[config.mk]
export PLATFORM = sky130hd
export DESIGN_NAME = sspb_core
export DESIGN_NICKNAME = d
export VERILOG_FILES = /design/src/hdl/sspb_pkg.sv /design/src/hdl/sspb_core.sv
export SDC_FILE = /design/constraint.sdc
export NUM_CORES = 1
export LEC_CHECK = 0
export BUFFER_PORTS_ARGS = -buffer_cell sky130_fd_sc_hd__buf_2
export CORE_ASPECT_RATIO = 1.4
export CORE_MARGIN = 2
export CORE_UTILIZATION = 55
export DETAILED_ROUTE_END_ITERATION = 12
export MAX_ROUTING_LAYER = met4
export PLACE_DENSITY_LB_ADDON = 0.2
export REMOVE_ABC_BUFFERS = 1
export SLEW_MARGIN = 20
export SYNTH_ARGS = -nofsm -noshare
export SYNTH_HDL_FRONTEND = slang
export SYNTH_SLANG_ARGS = --single-unit
[constraint.sdc]
create_clock -name mclk_in -period 3.3 [get_ports mclk_in]
set_input_delay 0.495 -clock mclk_in [delete_from_list [all_inputs] [get_ports mclk_in]]
set_output_delay 0.495 -clock mclk_in [all_outputs]
set_load 0.01 [all_outputs]
[src/hdl/sspb_pkg.sv]
// package for the serial port block: modes, rates, carrier structs
// assumes a single 100 MHz system clock
package sspb_pkg;
  localparam int CLK_MHZ = 100;
  // rate select encodings
  localparam logic [2:0] RATE_DIV4 = 3'h0;
  localparam logic [2:0] RATE_DIV16 = 3'h1;
  localparam logic [2:0] RATE_DIV64 = 3'h2;
  localparam logic [2:0] RATE_TMR2 = 3'h3;
  localparam logic [2:0] RATE_BAUD = 3'h4;
  // half-bit counts in system clocks (a bit is two halves)
  localparam logic [7:0] HALF_DIV4 = 8'h02;
  localparam logic [7:0] HALF_DIV16 = 8'h08;
  localparam logic [7:0] HALF_DIV64 = 8'h20;
  localparam logic [6:0] GEN_CALL_ADDR = 7'h00;
  localparam int BIT_COUNT = 8;
  localparam logic [3:0] ACK_CLOCK = 4'h9;
  localparam logic [7:0] BUF_RESET = 8'h00;

  typedef struct packed {
    logic clock_polarity;
    logic clock_edge_select;
    logic input_sample_phase;
    logic [2:0] rate_sel;
  } sspb_spi_cfg_t;

  typedef struct packed {
    logic general_call_enable;
    logic address_hold_enable;
    logic slave_collision_detect_enable;
    logic start_irq_enable;
    logic ten_bit_mode;
    logic ack_value_to_send;
  } sspb_i2c_cfg_t;
endpackage

[src/hdl/sspb_core.sv]
// spi master plus i2c slave transmitter of the synchronous serial port
// assumes pins are already synchronous to mclk_in; software side as plain ports
`timescale 1ns/1ns
// Overview of operation
// - buffer write starts the spi transfer
// - receive-only still loads buffer and flags
// - msb first, polarity from polarity and edge
// - rate from div4/16/64, timer2/2, baud reload
// - edge select presents data before first edge
// - sample point follows sample phase bit, always late when edge select is clear
// - read address match sets rw, acks
// - after read ack, clear release, hold scl
// - software loads buffer, then sets release
// - sda changes on scl falling edges
// - ack captured on ninth rising edge
// - nack ends transfer, irq, go idle
// - ack from master stretches clock again
// - irq flag on ninth falling edge
// - collision sets flag when enabled, idle
// - start sets flag, irq only if enabled
// - buffer read clears buffer full flag
// - restart or stop ends addressing
// - general call acked when enabled
// - general call write raises irq
// - ten-bit general call leaves update-address clear
// - address hold stretches after eighth falling edge
module sspb_core #(
  parameter int DATA_W = 8
) (
  // clock and reset
  input wire logic mclk_in,
  input wire logic rst_in,
  // mode and config
  input wire logic i2c_mode_in,
  input wire sspb_pkg::sspb_spi_cfg_t spi_cfg_in,
  input wire sspb_pkg::sspb_i2c_cfg_t i2c_cfg_in,
  input wire logic [7:0] baud_reload_or_own_address_in,
  input wire logic timer2_tick_in,
  // software buffer access
  input wire logic buf_wr_in,
  input wire logic [DATA_W-1:0] buf_wdata_in,
  input wire logic buf_rd_in,
  input wire logic irq_clear_in,
  input wire logic bcl_clear_in,
  input wire logic clock_release_set_in,
  // receive stream with back-pressure
  input wire logic rx_ready_in,
  output logic rx_valid_out,
  output logic [DATA_W-1:0] rx_data_out,
  output logic tx_ready_out,
  // spi pins
  output logic serial_clock_pin_out,
  output logic serial_out_pin_out,
  input wire logic serial_in_pin_in,
  // i2c pins (open drain: oe high pulls low)
  input wire logic scl_in,
  output logic scl_oe_out,
  input wire logic sda_in,
  output logic sda_oe_out,
  // status
  output logic [DATA_W-1:0] transfer_buffer_out,
  output logic buffer_full_flag_out,
  output logic serial_port_irq_flag_out,
  output logic bus_collision_flag_out,
  output logic master_ack_status_out,
  output logic rw_flag_out,
  output logic start_seen_out,
  output logic update_address_flag_out,
  output logic clock_release_polarity_bit_out,
  output logic busy_out
);
  import sspb_pkg::*;

  typedef enum {SSPB_IDLE, SSPB_ADDR, SSPB_ADDR_ACK, SSPB_HOLD, SSPB_TXD, SSPB_MACK} sspb_st_t;
  sspb_st_t st_reg;

  logic [DATA_W-1:0] serial_shift_register_reg;
  logic [7:0] half_cnt_reg;
  logic [3:0] bit_cnt_reg;
  logic phase_reg;
  logic spi_busy_reg;
  logic tmr_tog_reg;
  logic scl_d_reg, sda_d_reg;
  logic spi_done, byte_event, irq_set;
  logic [7:0] half_lim;
  // two-entry receive buffer
  logic [DATA_W-1:0] fifo_mem [2];
  logic [1:0] fifo_cnt_reg;
  logic fifo_wp_reg, fifo_rp_reg;

  wire scl_rise = scl_in & ~scl_d_reg;
  wire scl_fall = ~scl_in & scl_d_reg;
  wire start_cond = scl_in & scl_d_reg & sda_d_reg & ~sda_in;
  wire stop_cond = scl_in & scl_d_reg & ~sda_d_reg & sda_in;
  wire fifo_push = spi_done;
  wire fifo_pop = rx_valid_out & rx_ready_in;
  wire fifo_room = (fifo_cnt_reg != 2'h2);

  always_comb begin
    case (spi_cfg_in.rate_sel)
      RATE_DIV4: half_lim = HALF_DIV4;
      RATE_DIV16: half_lim = HALF_DIV16;
      RATE_DIV64: half_lim = HALF_DIV64;
      RATE_BAUD: half_lim = 8'((({1'b0, baud_reload_or_own_address_in} + 9'h001) << 1));
      default: half_lim = 8'h01;
    endcase
  end

  always_ff @(posedge mclk_in or posedge rst_in) begin
    if (rst_in) begin
      tmr_tog_reg <= 1'b0;
    end else if (timer2_tick_in) begin
      tmr_tog_reg <= ~tmr_tog_reg;
    end
  end

  // timer2 mode steps one half bit per timer2 tick
  wire half_tick = (spi_cfg_in.rate_sel == RATE_TMR2) ? timer2_tick_in
                   : (half_cnt_reg == half_lim - 8'h01);

  always_ff @(posedge mclk_in or posedge rst_in) begin
    if (rst_in) begin
      half_cnt_reg <= 8'h00;
    end else if (!spi_busy_reg || half_tick) begin
      half_cnt_reg <= 8'h00;
    end else begin
      half_cnt_reg <= half_cnt_reg + 8'h01;
    end
  end

  assign spi_done = spi_busy_reg & half_tick & phase_reg & (bit_cnt_reg == 4'(BIT_COUNT - 1));
  // refuse a new transfer while the receive buffer is full so no word is lost
  wire spi_start = buf_wr_in & ~i2c_mode_in & ~spi_busy_reg & fifo_room;
  // late sample: trailing edge; with leading-edge output, mid-bit is the trailing edge too
  wire spi_late = spi_cfg_in.input_sample_phase | ~spi_cfg_in.clock_edge_select;
  // last bit lands on the same edge as spi_done when sampling late
  wire [DATA_W-1:0] spi_rx_word = spi_late ?
                                  {serial_shift_register_reg[DATA_W-2:0], serial_in_pin_in} :
                                  serial_shift_register_reg;

  // spi shifter: phase 0 is the leading half of a bit, phase 1 the trailing
  always_ff @(posedge mclk_in or posedge rst_in) begin
    if (rst_in) begin
      spi_busy_reg <= 1'b0;
      phase_reg <= 1'b0;
      bit_cnt_reg <= 4'h0;
      serial_shift_register_reg <= '0;
      serial_clock_pin_out <= 1'b0;
      serial_out_pin_out <= 1'b0;
    end else if (spi_start) begin
      spi_busy_reg <= 1'b1;
      phase_reg <= 1'b0;
      bit_cnt_reg <= 4'h0;
      serial_shift_register_reg <= buf_wdata_in;
      serial_out_pin_out <= buf_wdata_in[DATA_W-1];
    end else if (spi_busy_reg && half_tick) begin
      phase_reg <= ~phase_reg;
      serial_clock_pin_out <= ~serial_clock_pin_out;
      if (!phase_reg) begin
        // sample at middle or end of bit
        if (!spi_late) begin
          serial_shift_register_reg <= {serial_shift_register_reg[DATA_W-2:0], serial_in_pin_in};
        end
        if (!spi_cfg_in.clock_edge_select) begin
          serial_out_pin_out <= serial_shift_register_reg[DATA_W-1];
        end
      end else begin
        if (spi_late) begin
          serial_shift_register_reg <= {serial_shift_register_reg[DATA_W-2:0], serial_in_pin_in};
        end
        bit_cnt_reg <= bit_cnt_reg + 4'h1;
        if (spi_cfg_in.clock_edge_select) begin
          serial_out_pin_out <= spi_cfg_in.input_sample_phase ?
                                serial_shift_register_reg[DATA_W-2] :
                                serial_shift_register_reg[DATA_W-1];
        end
        if (bit_cnt_reg == 4'(BIT_COUNT - 1)) begin
          spi_busy_reg <= 1'b0;
        end
      end
    end else if (!spi_busy_reg) begin
      serial_clock_pin_out <= spi_cfg_in.clock_polarity;
    end
  end

  // receive buffer; receive-only use flows through the same path
  always_ff @(posedge mclk_in or posedge rst_in) begin
    if (rst_in) begin
      fifo_cnt_reg <= 2'h0;
      fifo_wp_reg <= 1'b0;
      fifo_rp_reg <= 1'b0;
      rx_valid_out <= 1'b0;
      rx_data_out <= '0;
    end else begin
      if (fifo_push) begin
        fifo_mem[fifo_wp_reg] <= spi_rx_word;
        fifo_wp_reg <= ~fifo_wp_reg;
      end
      if (fifo_pop) begin
        fifo_rp_reg <= ~fifo_rp_reg;
      end
      fifo_cnt_reg <= fifo_cnt_reg + {1'b0, fifo_push} - {1'b0, fifo_pop};
      rx_valid_out <= (fifo_cnt_reg + {1'b0, fifo_push} - {1'b0, fifo_pop}) != 2'h0;
      rx_data_out <= (fifo_cnt_reg == 2'h0 || (fifo_pop && fifo_cnt_reg == 2'h1)) ?
                     spi_rx_word :
                     (fifo_pop ? fifo_mem[~fifo_rp_reg] : fifo_mem[fifo_rp_reg]);
    end
  end

  always_ff @(posedge mclk_in or posedge rst_in) begin
    if (rst_in) begin
      tx_ready_out <= 1'b0;
      busy_out <= 1'b0;
    end else begin
      tx_ready_out <= ~spi_busy_reg & ~spi_start & (fifo_cnt_reg + {1'b0, fifo_push} != 2'h2);
      busy_out <= spi_busy_reg | spi_start | (st_reg != SSPB_IDLE);
    end
  end

  // i2c pin history
  always_ff @(posedge mclk_in or posedge rst_in) begin
    if (rst_in) begin
      scl_d_reg <= 1'b1;
      sda_d_reg <= 1'b1;
    end else begin
      scl_d_reg <= scl_in;
      sda_d_reg <= sda_in;
    end
  end

  logic [7:0] i2c_sr_reg;
  logic [3:0] i2c_bit_reg;
  wire addr_gc = (i2c_sr_reg[7:1] == GEN_CALL_ADDR) & i2c_cfg_in.general_call_enable;
  wire addr_me = (i2c_sr_reg[7:1] == baud_reload_or_own_address_in[7:1]);
  wire addr_hit = addr_me | (addr_gc & ~i2c_sr_reg[0]);
  // collision: released sda (driving one) read back low at an scl rising edge
  wire collision = (st_reg == SSPB_TXD) & ~sda_oe_out & scl_rise & ~sda_in;

  // i2c slave sequencer
  always_ff @(posedge mclk_in or posedge rst_in) begin
    if (rst_in) begin
      st_reg <= SSPB_IDLE;
      i2c_sr_reg <= 8'h00;
      i2c_bit_reg <= 4'h0;
      scl_oe_out <= 1'b0;
      sda_oe_out <= 1'b0;
      rw_flag_out <= 1'b0;
      master_ack_status_out <= 1'b0;
      clock_release_polarity_bit_out <= 1'b1;
      update_address_flag_out <= 1'b0;
    end else if (!i2c_mode_in) begin
      st_reg <= SSPB_IDLE;
      scl_oe_out <= 1'b0;
      sda_oe_out <= 1'b0;
    end else if (start_cond || stop_cond) begin
      st_reg <= start_cond ? SSPB_ADDR : SSPB_IDLE;
      i2c_bit_reg <= 4'h0;
      scl_oe_out <= 1'b0;
      sda_oe_out <= 1'b0;
    end else begin
      if (clock_release_set_in) begin
        clock_release_polarity_bit_out <= 1'b1;
        scl_oe_out <= 1'b0;
      end
      case (st_reg)
        SSPB_ADDR: begin
          if (scl_rise) begin
            i2c_sr_reg <= {i2c_sr_reg[6:0], sda_in};
            i2c_bit_reg <= i2c_bit_reg + 4'h1;
          end
          if (scl_fall && i2c_bit_reg == 4'h8) begin
            if (addr_hit) begin
              rw_flag_out <= i2c_sr_reg[0];
              // general call never marks the address for update
              update_address_flag_out <= i2c_cfg_in.ten_bit_mode & ~addr_gc;
              if (i2c_cfg_in.address_hold_enable) begin
                scl_oe_out <= 1'b1;
                clock_release_polarity_bit_out <= 1'b0;
              end
              sda_oe_out <= ~(i2c_cfg_in.address_hold_enable & i2c_cfg_in.ack_value_to_send);
              st_reg <= SSPB_ADDR_ACK;
            end else begin
              st_reg <= SSPB_IDLE;
            end
          end
        end
        SSPB_ADDR_ACK: begin
          if (scl_fall) begin
            sda_oe_out <= 1'b0;
            i2c_bit_reg <= 4'h0;
            if (rw_flag_out) begin
              scl_oe_out <= 1'b1;
              clock_release_polarity_bit_out <= 1'b0;
              st_reg <= SSPB_HOLD;
            end else begin
              st_reg <= SSPB_IDLE;
            end
          end
        end
        SSPB_HOLD: begin
          if (clock_release_set_in) begin
            // first data bit goes out in the same cycle that scl is released
            sda_oe_out <= ~i2c_sr_reg[7];
            i2c_bit_reg <= 4'h1;
            st_reg <= SSPB_TXD;
          end
        end
        SSPB_TXD: begin
          if (collision) begin
            sda_oe_out <= 1'b0;
            st_reg <= SSPB_IDLE;
          end else if (scl_fall) begin
            if (i2c_bit_reg == 4'(BIT_COUNT)) begin
              sda_oe_out <= 1'b0;
              st_reg <= SSPB_MACK;
            end else begin
              sda_oe_out <= ~i2c_sr_reg[7 - i2c_bit_reg[2:0]];
              i2c_bit_reg <= i2c_bit_reg + 4'h1;
            end
          end
        end
        SSPB_MACK: begin
          if (scl_rise) begin
            master_ack_status_out <= sda_in;
          end
          if (scl_fall) begin
            if (master_ack_status_out) begin
              st_reg <= SSPB_IDLE;
            end else begin
              scl_oe_out <= 1'b1;
              clock_release_polarity_bit_out <= 1'b0;
              st_reg <= SSPB_HOLD;
            end
          end
        end
        default: ;
      endcase
      if (buf_wr_in && st_reg == SSPB_HOLD) begin
        i2c_sr_reg <= buf_wdata_in;
      end
    end
  end

  // ninth-clock falling edge of a byte that concerns this slave
  assign byte_event = i2c_mode_in & scl_fall & ~start_cond & ~stop_cond &
                      ((st_reg == SSPB_ADDR_ACK) | (st_reg == SSPB_MACK));
  assign irq_set = spi_done | byte_event | (start_cond & i2c_mode_in & i2c_cfg_in.start_irq_enable);

  // sticky flags: set wins over clear
  always_ff @(posedge mclk_in or posedge rst_in) begin
    if (rst_in) begin
      serial_port_irq_flag_out <= 1'b0;
      bus_collision_flag_out <= 1'b0;
      start_seen_out <= 1'b0;
      buffer_full_flag_out <= 1'b0;
      transfer_buffer_out <= BUF_RESET;
    end else begin
      serial_port_irq_flag_out <= irq_set | (serial_port_irq_flag_out & ~irq_clear_in);
      bus_collision_flag_out <= (collision & i2c_cfg_in.slave_collision_detect_enable)
                                | (bus_collision_flag_out & ~bcl_clear_in);
      if (start_cond && i2c_mode_in) begin
        start_seen_out <= 1'b1;
      end else if (stop_cond) begin
        start_seen_out <= 1'b0;
      end
      if (spi_done) begin
        transfer_buffer_out <= spi_rx_word;
        buffer_full_flag_out <= 1'b1;
      end else if (i2c_mode_in && st_reg == SSPB_ADDR && scl_fall && i2c_bit_reg == 4'h8
                   && addr_hit) begin
        transfer_buffer_out <= i2c_sr_reg;
        buffer_full_flag_out <= 1'b1;
      end else if (buf_rd_in) begin
        buffer_full_flag_out <= 1'b0;
      end
    end
  end
endmodule

==> results of run 1 <==
-- how the worst max path moves through the flow --
stage	start	cells past startpoint	end	slack [ns]
finish	spi_cfg_in[1]	15	rx_valid_out$_DFF_PP0_	-0.04
detailed placement	spi_cfg_in[1]	14	rx_valid_out$_DFF_PP0_	-0.44
global route	spi_cfg_in[1]	15	rx_valid_out$_DFF_PP0_	-0.18
global placement	spi_cfg_in[1]	10	serial_shift_register_reg[4]$_DFFE_PP0P_	-0.32
CTS	spi_cfg_in[1]	14	rx_valid_out$_DFF_PP0_	0.004
floorplan	baud_reload_or_own_address_in[0]	9	fifo_mem[0][0]$_DFFE_PP_	-0.65
-- critical path: cells and delay by family --
family	cells	cell delay [ns]
AOI/OAI and AO/OA	1	0.28
buffers and inverters	4	0.43
xor gates and xnor gates	1	0.09
and+or+nand+nor	7	1.89
adders and majority gates	2	0.38
-- area by class of cell --
type	count	share of cell area
clock buffers	10	0.0373
repair buffers	102	0.0978
flip-flops and latches	90	0.381
clock inverters	6	0.00938
multi-input cells	393	0.435
well taps	107	0.0218
inverters	29	0.0177
-- layer usage --
metal | routed length (microns) | vias to the layer above
met4 | 436 | 0
met2 | 6690 | 142
li1 | - | 2109
met3 | 592 | 38
met5 | 0 | -
met1 | 5120 | 2153
-- metrics by stage --
stage | utilization | cell area [sq um] | setup TNS [ns] | hold WS (ns) | power (W)
after floorplan | - | 5030 | -9.78 | 0.461 | 0.00261
after global placement | 0.637 | 5750 | -8.98 | 0.459 | 0.00303
after detailed placement | 0.637 | 5750 | -11.98 | 0.466 | 0.00309
after CTS | 0.673 | 6080 | 0 | 0.282 | 0.00411
after global routing | 0.680 | 6140 | -1.00 | 0.289 | 0.00439
final | 0.680 | 6140 | -0.0377 | 0.288 | 0.00412
-- synthesized netlist by cell type, drive strengths merged (5+ instances only) --
cell	n
dfrtp	71
nor2	62
a21oi	45
nand2	39
inv	28
o21ai	27
nand3	24
mux2i	22
clkbuf	17
xnor2	17
edfxtp	16
mux2	16
xor2	13
and3	9
nor3	9
a221oi	8
ha	8
nand2b	7
nor2b	6
nor4b	6
nor3b	5
o211ai	5
o22ai	5
-- timing repair --
item,in CTS,in global routing
buffers inserted,0,1
endpoints found under the setup margin,8,29
pin swaps,1,0
resized for setup,6,9
-- kinds of logic after synthesis --
kind of cell    after synthesis  share of synthesized area
simple gates                190                      0.188
compound gates              125                      0.157
flops                        90                      0.457
buf+inv                      49                     0.0372
mux                          40                     0.0894
xor+xnor                     30                     0.0514
fa+ha+maj                     8                     0.0196
-- power by group --
group / leakage [nW] / total [W] / internal (W) / switching [W]
Combinational: 1.66 / 0.00139 / 0.000625 / 0.000761
Clock: 0.142 / 0.000998 / 0.000581 / 0.000417
Sequential: 1.07 / 0.00174 / 0.00142 / 0.000320
Total: 2.87 / 0.00412 / 0.00262 / 0.00150
==> results.json, run 1 <==
{
  "run_status": "complete, but fails checks",
  "violations": "setup timing",
  "met1_usage": 0.319,
  "drc": 0,
  "synthTopCellsByArea": "dfrtp_1 35%, edfxtp_1 9.4%, nor2_1 4.6%",
  "vias": 4442,
  "max_freq_mhz": 300,
  "antenna_cells": 0,
  "use_met2": 0.448,
  "regMostFlops": "fifo_mem",
  "worstSetupEndpointType": "flop",
  "rr_worst_depth": 14,
  "cp-start-kind": "primary input",
  "setup_ws_ns": -0.0377,
  "r2r_end": "rx_valid_out$_DFF_PP0_",
  "postRouteAntennaNets": 0,
  "relSlewSlack": 0.370,
  "hpwl_mm": 9.33,
  "grt.total_usage": 0.271,
  "hold_buffers": 0,
  "clkSlewWorstSetupHoldPaths_ns": 0.06,
  "cts_num_sinks": 90,
  "period_needed_ns": 3.34,
  "grt_pass1_vias": 4522,
  "ys_ff_latch": 90,
  "worstPathCellList": "buf_2 > or3b_4 > or4_4 > and3_4 > nor4b_4 > nor4_4 > o41ai_4 > buf_4 > nand3_2 > inv_2 > ha_1 > inv_1 > ha_1 > xnor2_1 > nand2b_1",
  "clockRootBuffer": "clkbuf_16",
  "ir_drop_mv": 0.496,
  "hold_violations": 0,
  "drive_gt1_frac": 0.252,
  "hold_path_end": "scl_d_reg$_DFF_PP1_",
  "worst_hold_startpoint": "scl_in",
  "die_h_microns": 118,
  "slowest_stage": "or4_4",
  "drt_iter0_markers": 261,
  "placedCellCount": 720,
  "layout.nets": 674,
  "tritoncts": "done",
  "p_per_area_mw_per_mm2": 671,
  "stdcell_count": 737,
  "synth_top_cell_area_share": 0.348,
  "dr.pass1.iters": 5,
  "routedWlPerCell_microns": 17.4,
  "dp_slack_ns": -0.441,
  "place.gp.congestion": 0.904,
  "syn-instance-count": 532,
  "yosysWarnings": 0,
  "slew_viol_final": 0,
  "synth_edf_count": 16,
  "r2r-start": "half_cnt_reg[0]$_DFF_PP0_",
  "synth_seq_area_share": 0.457,
  "path_class": "in2reg",
  "reg2reg_slack_ns": 0.64,
  "synth_top_flop_cell": "dfrtp_1",
  "worstMarginPinSlew_ns": 0.944,
  "clock_latency_ns": 0.35,
  "die-area_sq_mm": 0.0101,
  "rsz0062_at_grt": "true",
  "synth_top_cell_by_area": "dfrtp_1",
  "numCtsBuffers": 9,
  "busiest_layer": "met2",
  "multiInputGateArea_sq_mm": 0.00267,
  "drt_wl_total_mm": 12.8,
  "synth_cell_type_count": 68,
  "final_cell_mix": "71 x dfrtp_1, 71 x buf_2, 62 x nor2_1",
  "avgSynthCellArea_sq_um": 9.60,
  "path_max_fanout": 4,
  "required_ns": 3.53,
  "initial_core_util": 0.566,
  "worst_path_most_repeated_cell": "ha_1",
  "fin_skew_ns": 0.00749,
  "largest_register_ffs": 16,
  "area_delta_synth_final_pct": 20.2,
  "crit_arrival_ns": 3.57,
  "hold_path.class": "in2reg",
  "drv_cap": 0,
  "clockBufferDepth": 2,
  "routed_via_density": 6.03,
  "setup_violations": 1,
  "grt_overflow": 0,
  "use_met3": 0.0414,
  "h-tree-depth": 3,
  "nFillCells": 721,
  "slowest_delay_ns": 0.57,
  "synthesis.area_sq_mm": 0.00511,
  "die_x_microns": 85.5,
  "regArea_sq_mm": 0.00234,
  "core_sq_mm": 0.00903,
  "async_flop_share": 0.822,
  "grt_pass1_wl_mm": 21.2,
  "grt_max_degree": 75,
  "whs_path_depth": 1,
  "antenna_found_initial": 0,
  "fin_crit_sh": 1.01,
  "p_leak_nw": 2.87,
  "portBuffers": 71,
  "fp-row-count": 41,
  "pin_count": 72
}
Power figures use the tool's default switching activity.
==> run 2: changes to the inputs <==
CORE_UTILIZATION = 52   (was 55)
clock period = 2.7 ns   (was 3.3 ns; I/O delays follow)
==> results.json, run 2 (synthesis results as in run 1) <==
{
  "fp-row-count": 42,
  "relSlewSlack": 0.369,
  "core_sq_mm": 0.00951,
  "multiInputGateArea_sq_mm": 0.00300,
  "worst_path_most_repeated_cell": "buf_6",
  "grt_overflow": 0,
  "worstSetupEndpointType": "flop",
  "routedWlPerCell_microns": 17.6,
  "tritoncts": "done",
  "h-tree-depth": 3,
  "path_max_fanout": 3,
  "nFillCells": 693,
  "whs_path_depth": 1,
  "pin_count": 72,
  "hold_path_end": "scl_d_reg$_DFF_PP1_",
  "clockBufferDepth": 2,
  "grt_pass1_wl_mm": 21.6,
  "antenna_cells": 0,
  "hold_violations": 0,
  "grt.total_usage": 0.270,
  "p_per_area_mw_per_mm2": 827,
  "vias": 4565,
  "clkSlewWorstSetupHoldPaths_ns": 0.06,
  "path_class": "in2reg",
  "cts_num_sinks": 90,
  "grt_pass1_vias": 4541,
  "reg2reg_slack_ns": -0.05,
  "die-area_sq_mm": 0.0106,
  "drt_wl_total_mm": 13.8,
  "layout.nets": 697,
  "dp_slack_ns": -0.959,
  "worstPathCellList": "buf_6 > or3b_4 > or4_4 > buf_6 > a21oi_4 > buf_6 > nor4b_4 > nor4_4 > o41ai_4 > nand3_2 > inv_2 > ha_4 > inv_4 > ha_4 > xnor2_2 > nand2b_4",
  "slowest_delay_ns": 0.54,
  "r2r_end": "fifo_mem[0][7]$_DFFE_PP_",
  "die_x_microns": 87.8,
  "drc": 0,
  "clock_latency_ns": 0.34,
  "final_cell_mix": "71 x dfrtp_1, 69 x buf_2, 61 x nor2_1",
  "hold_path.class": "in2reg",
  "mostFrequentLayoutCell": "dfrtp_1",
  "clockRootBuffer": "clkbuf_16",
  "slowest_stage": "or4_4",
  "hold_buffers": 0,
  "run_status": "complete, but fails checks",
  "cp-start-kind": "primary input",
  "setup_ws_ns": -0.403,
  "max_freq_mhz": 322,
  "p_leak_nw": 3.09,
  "grt_max_degree": 75,
  "ir_drop_mv": 0.699,
  "place.gp.congestion": 0.877,
  "portBuffers": 71,
  "postRouteAntennaNets": 0,
  "critical_path_buf_inv_count": 5,
  "crit_arrival_ns": 3.34,
  "regMostFlops": "fifo_mem",
  "fin_skew_ns": 0.00570,
  "setup_violations": 54,
  "power_w": 0.00562,
  "area_delta_synth_final_pct": 32.8,
  "hpwl_mm": 9.39,
  "antenna_found_initial": 0,
  "period_needed_ns": 3.10,
  "drv_cap": 0,
  "dr.pass1.iters": 4,
  "drive_gt1_frac": 0.337,
  "fin_crit_sh": 1.15,
  "cp_top_family": "simple AND/OR/NAND/NOR gates",
  "required_ns": 2.94,
  "drt_iter0_markers": 250,
  "routed_via_density": 5.82,
  "r2r-start": "half_cnt_reg[1]$_DFF_PP0_",
  "die_h_microns": 121,
  "slew_viol_final": 0,
  "numCtsBuffers": 9,
  "largest_register_ffs": 16,
  "initial_core_util": 0.537,
  "regArea_sq_mm": 0.00234,
  "worstMarginPinSlew_ns": 0.946,
  "violations": "setup timing",
  "rr_worst_depth": 11,
  "rsz0062_at_grt": "true",
  "worst_hold_startpoint": "scl_in"
}
[run 2: changes by cell type in the layout (fill, tap and decap cells not counted), moves of 4 or more]
cell,before,now
buf_4,30,43
o21ai_0,26,22
a221oi_2,0,6
a21oi_1,43,39
buf_6,0,10
a221oi_1,8,1
xnor2_1,17,13
[run 2: worst register-to-register path: stages, from the launching register on]
cell and delay (ns):
dfrtp_1 0.45, nand2_1 0.14, nor4b_1 0.28, o21ai_0 0.14, nand3_1 0.12, nand3_1 0.15
o41ai_4 0.43, nand3_2 0.17, buf_4 0.18, buf_6 0.13, nor3_4 0.12, buf_6 0.16
[run 2: final cells by class]
type                       count  share of cell area
tap                          132              0.0243
clock buffer                   9              0.0332
clock inverter                 7              0.0171
inverter                      29              0.0164
multi-input combinational    393               0.442
sequential                    90               0.344
timing repair buffer         125               0.122
[run 2: through the flow]
stage          instances  TNS (ns)  hold WS (ns)  instance area, sq um  utilization
6_report             785    -13.71         0.202                  6790        0.713
5_1_grt              785    -18.24         0.201                  6790        0.713
4_1_cts              779    -12.63         0.192                  6530        0.687
3_5_place_dp         757    -40.13         0.463                  5880        0.618
3_3_place_gp         757    -35.99         0.457                  5880        0.618
2_1_floorplan        512    -30.57         0.409                  5030            -
[run 2: worst max-delay path by stage]
stage	from	to	slack, ns	cells after the start
final	spi_cfg_in[1]	rx_valid_out$_DFF_PP0_	-0.40	16
after global routing	spi_cfg_in[0]	fifo_mem[0][0]$_DFFE_PP_	-0.49	15
after CTS	spi_cfg_in[0]	rx_valid_out$_DFF_PP0_	-0.40	14
after detailed placement	spi_cfg_in[1]	rx_valid_out$_DFF_PP0_	-0.96	14
after global placement	spi_cfg_in[1]	serial_shift_register_reg[4]$_DFFE_PP0P_	-0.84	10
after floorplan	baud_reload_or_own_address_in[0]	fifo_mem[0][0]$_DFFE_PP_	-1.16	9
[run 2: layer usage]
metal	track usage	vias to the layer above	wire, microns
met5	-	-	0
li1	-	2165	-
met3	0.0490	41	607
met4	0.118	0	543
met1	0.330	2202	5570
met2	0.438	157	7090
[run 2: repair_timing]
action | in CTS | in global routing
endpoints found under the hold margin | 0 | 0
gates resized for setup | 49 | 37
setup buffers | 8 | 6
endpoints found under the setup margin | 55 | 55
pin swaps | 30 | 21
[run 2: power breakdown]
group	switching (W)	leakage, nW	total, W	internal (W)
Sequential	0.000374	1.07	0.00210	0.00173
Clock	0.000536	0.166	0.00144	0.000904
Combinational	0.00111	1.86	0.00207	0.000962
==> run 3: changes to the inputs <==
BUFFER_PORTS_ARGS = -buffer_cell sky130_fd_sc_hd__buf_4   (was -buffer_cell sky130_fd_sc_hd__buf_2)
SETUP_SLACK_MARGIN = 0.5   (was default)
==> results.json, run 3 (synthesis results as in run 1) <==
{
  "run_status": "complete, but fails checks",
  "violations": "setup timing",
  "reg2reg_slack_ns": 0.06,
  "grt_overflow": 0,
  "hold_ws_ns": 0.194,
  "grt_pass1_vias": 4595,
  "h-tree-depth": 3,
  "hold_violations": 0,
  "worstSetupEndpointType": "flop",
  "routed_via_density": 5.87,
  "place.gp.congestion": 0.870,
  "setup_ws_ns": -0.443,
  "worstMarginPinSlew_ns": 0.964,
  "fin_skew_ns": 0.00533,
  "hold_path.class": "in2reg",
  "use_met2": 0.464,
  "pin_count": 72,
  "area_delta_synth_final_pct": 38.2,
  "power_w": 0.00573,
  "hpwl_mm": 9.68,
  "drt_wl_total_mm": 14.5,
  "tritoncts": "done",
  "use_met3": 0.0429,
  "crit_path_end": "rx_valid_out$_DFF_PP0_",
  "drv_cap": 0,
  "max_freq_mhz": 318,
  "portBuffers": 71,
  "startpoint": "spi_cfg_in[0]",
  "regMostFlops": "fifo_mem",
  "die_x_microns": 87.8,
  "r2r_end": "fifo_mem[1][2]$_DFFE_PP_",
  "placedCellCount": 763,
  "initial_core_util": 0.537,
  "cp-start-kind": "primary input",
  "setup_tns_ns": -11.87,
  "drt_iter0_markers": 370,
  "die-area_sq_mm": 0.0106,
  "busiest_layer": "met2",
  "clock_latency_ns": 0.35,
  "mostFrequentLayoutCell": "buf_4",
  "setup_violations": 50,
  "grt_max_degree": 75,
  "drc": 0,
  "clkSlewWorstSetupHoldPaths_ns": 0.07,
  "fin_crit_sh": 1.16,
  "numCtsBuffers": 9,
  "p_leak_nw": 3.18,
  "core_sq_mm": 0.00951,
  "p_per_area_mw_per_mm2": 812,
  "ir_drop_mv": 0.660,
  "antenna_found_initial": 0,
  "grt.total_usage": 0.279,
  "clockRootBuffer": "clkbuf_16",
  "final_cell_mix": "125 x buf_4, 63 x dfrtp_1, 57 x nor2_1",
  "rsz0062_at_grt": "true",
  "stdcell_count": 797,
  "cts_num_sinks": 90,
  "utilization": 0.742,
  "antenna_cells": 0,
  "die_h_microns": 121,
  "period_needed_ns": 3.14,
  "slew_viol_final": 0,
  "met1_usage": 0.339,
  "vias": 4677,
  "grt_pass1_wl_mm": 22.4,
  "rr_worst_depth": 13,
  "postRouteAntennaNets": 0,
  "required_ns": 2.93,
  "dr.pass1.iters": 5,
  "path_max_fanout": 3,
  "clockBufferDepth": 2,
  "relSlewSlack": 0.357,
  "largest_register_ffs": 16,
  "hold_buffers": 0,
  "drive_gt1_frac": 0.370,
  "r2r-start": "half_cnt_reg[1]$_DFF_PP0_",
  "fp-row-count": 42,
  "layout.nets": 709,
  "crit_arrival_ns": 3.38,
  "routedWlPerCell_microns": 18.2,
  "path_class": "in2reg"
}
run 3: cell types whose count changed in the layout (fill, tap and decap cells not counted), moves of 4 or more:
cell / change
buf_4: +82
buf_2: -69
dfrtp_1: -8
dfrtp_2: +8
nor2_1: -4
nor2_2: +4
run 3: layout make-up:
class / instances / area (sq um)
well taps: 132 / 165
repair buffers: 137 / 1090
multi-input cells: 393 / 3030
fillers: 649 / 2450
flip-flops and latches: 90 / 2350
clock buffers: 11 / 233
inverters: 29 / 111
clock inverters: 5 / 78.8
run 3: per-stage QoR:
stage / cell area (sq um) / setup slack (ns)
floorplan: 5030 / -1.16
global placement: 6100 / -0.843
detailed placement: 6100 / -0.969
CTS: 6750 / -0.411
global route: 7060 / -0.516
finish: 7060 / -0.443
run 3: routing by layer:
| metal | vias up | part of all wire |
|---|---|---|
| li1 | 2175 | - |
| met1 | 2277 | 0.39 |
| met2 | 187 | 0.53 |
| met3 | 38 | 0.049 |
| met4 | 0 | 0.024 |
| met5 | - | 0 |
run 3: worst min-delay path by stage:
stage | startpoint | to | slack, ns | cells after the start
2_1_floorplan | scl_in | scl_d_reg$_DFF_PP1_ | 0.41 | 0
3_3_place_gp | update_address_flag_out$_DFFE_PP0P_ | update_address_flag_out$_DFFE_PP0P_ | 0.46 | 2
3_5_place_dp | update_address_flag_out$_DFFE_PP0P_ | update_address_flag_out$_DFFE_PP0P_ | 0.47 | 2
4_1_cts | scl_in | scl_d_reg$_DFF_PP1_ | 0.19 | 1
5_1_grt | scl_in | scl_d_reg$_DFF_PP1_ | 0.19 | 1
6_report | scl_in | scl_d_reg$_DFF_PP1_ | 0.19 | 1
run 3: report_power, final:
part           internal [W]  switching, W  leakage (nW)
clock network      0.000809      0.000526         0.143
logic               0.00110       0.00118          1.98
registers           0.00174      0.000379          1.05
run 3: timing repair:
| item | in CTS | in global routing |
|---|---|---|
| pin swaps | 32 | 23 |
| setup buffers | 7 | 11 |
| resized for setup | 54 | 47 |
| endpoints found under the setup margin | 57 | 67 |
run 3: critical path: stages:
cell and delay, ns:
buf_6 0.09, or3b_4 0.39, or4_4 0.54, buf_6 0.14, a21oi_4 0.12, buf_6 0.14
nor4b_4 0.05, nor4_4 0.35, o41ai_4 0.09, buf_4 0.17, nand3_4 0.09, inv_4 0.05
ha_4 0.27, inv_2 0.05, ha_4 0.16, xnor2_2 0.13, nand2b_1 0.14
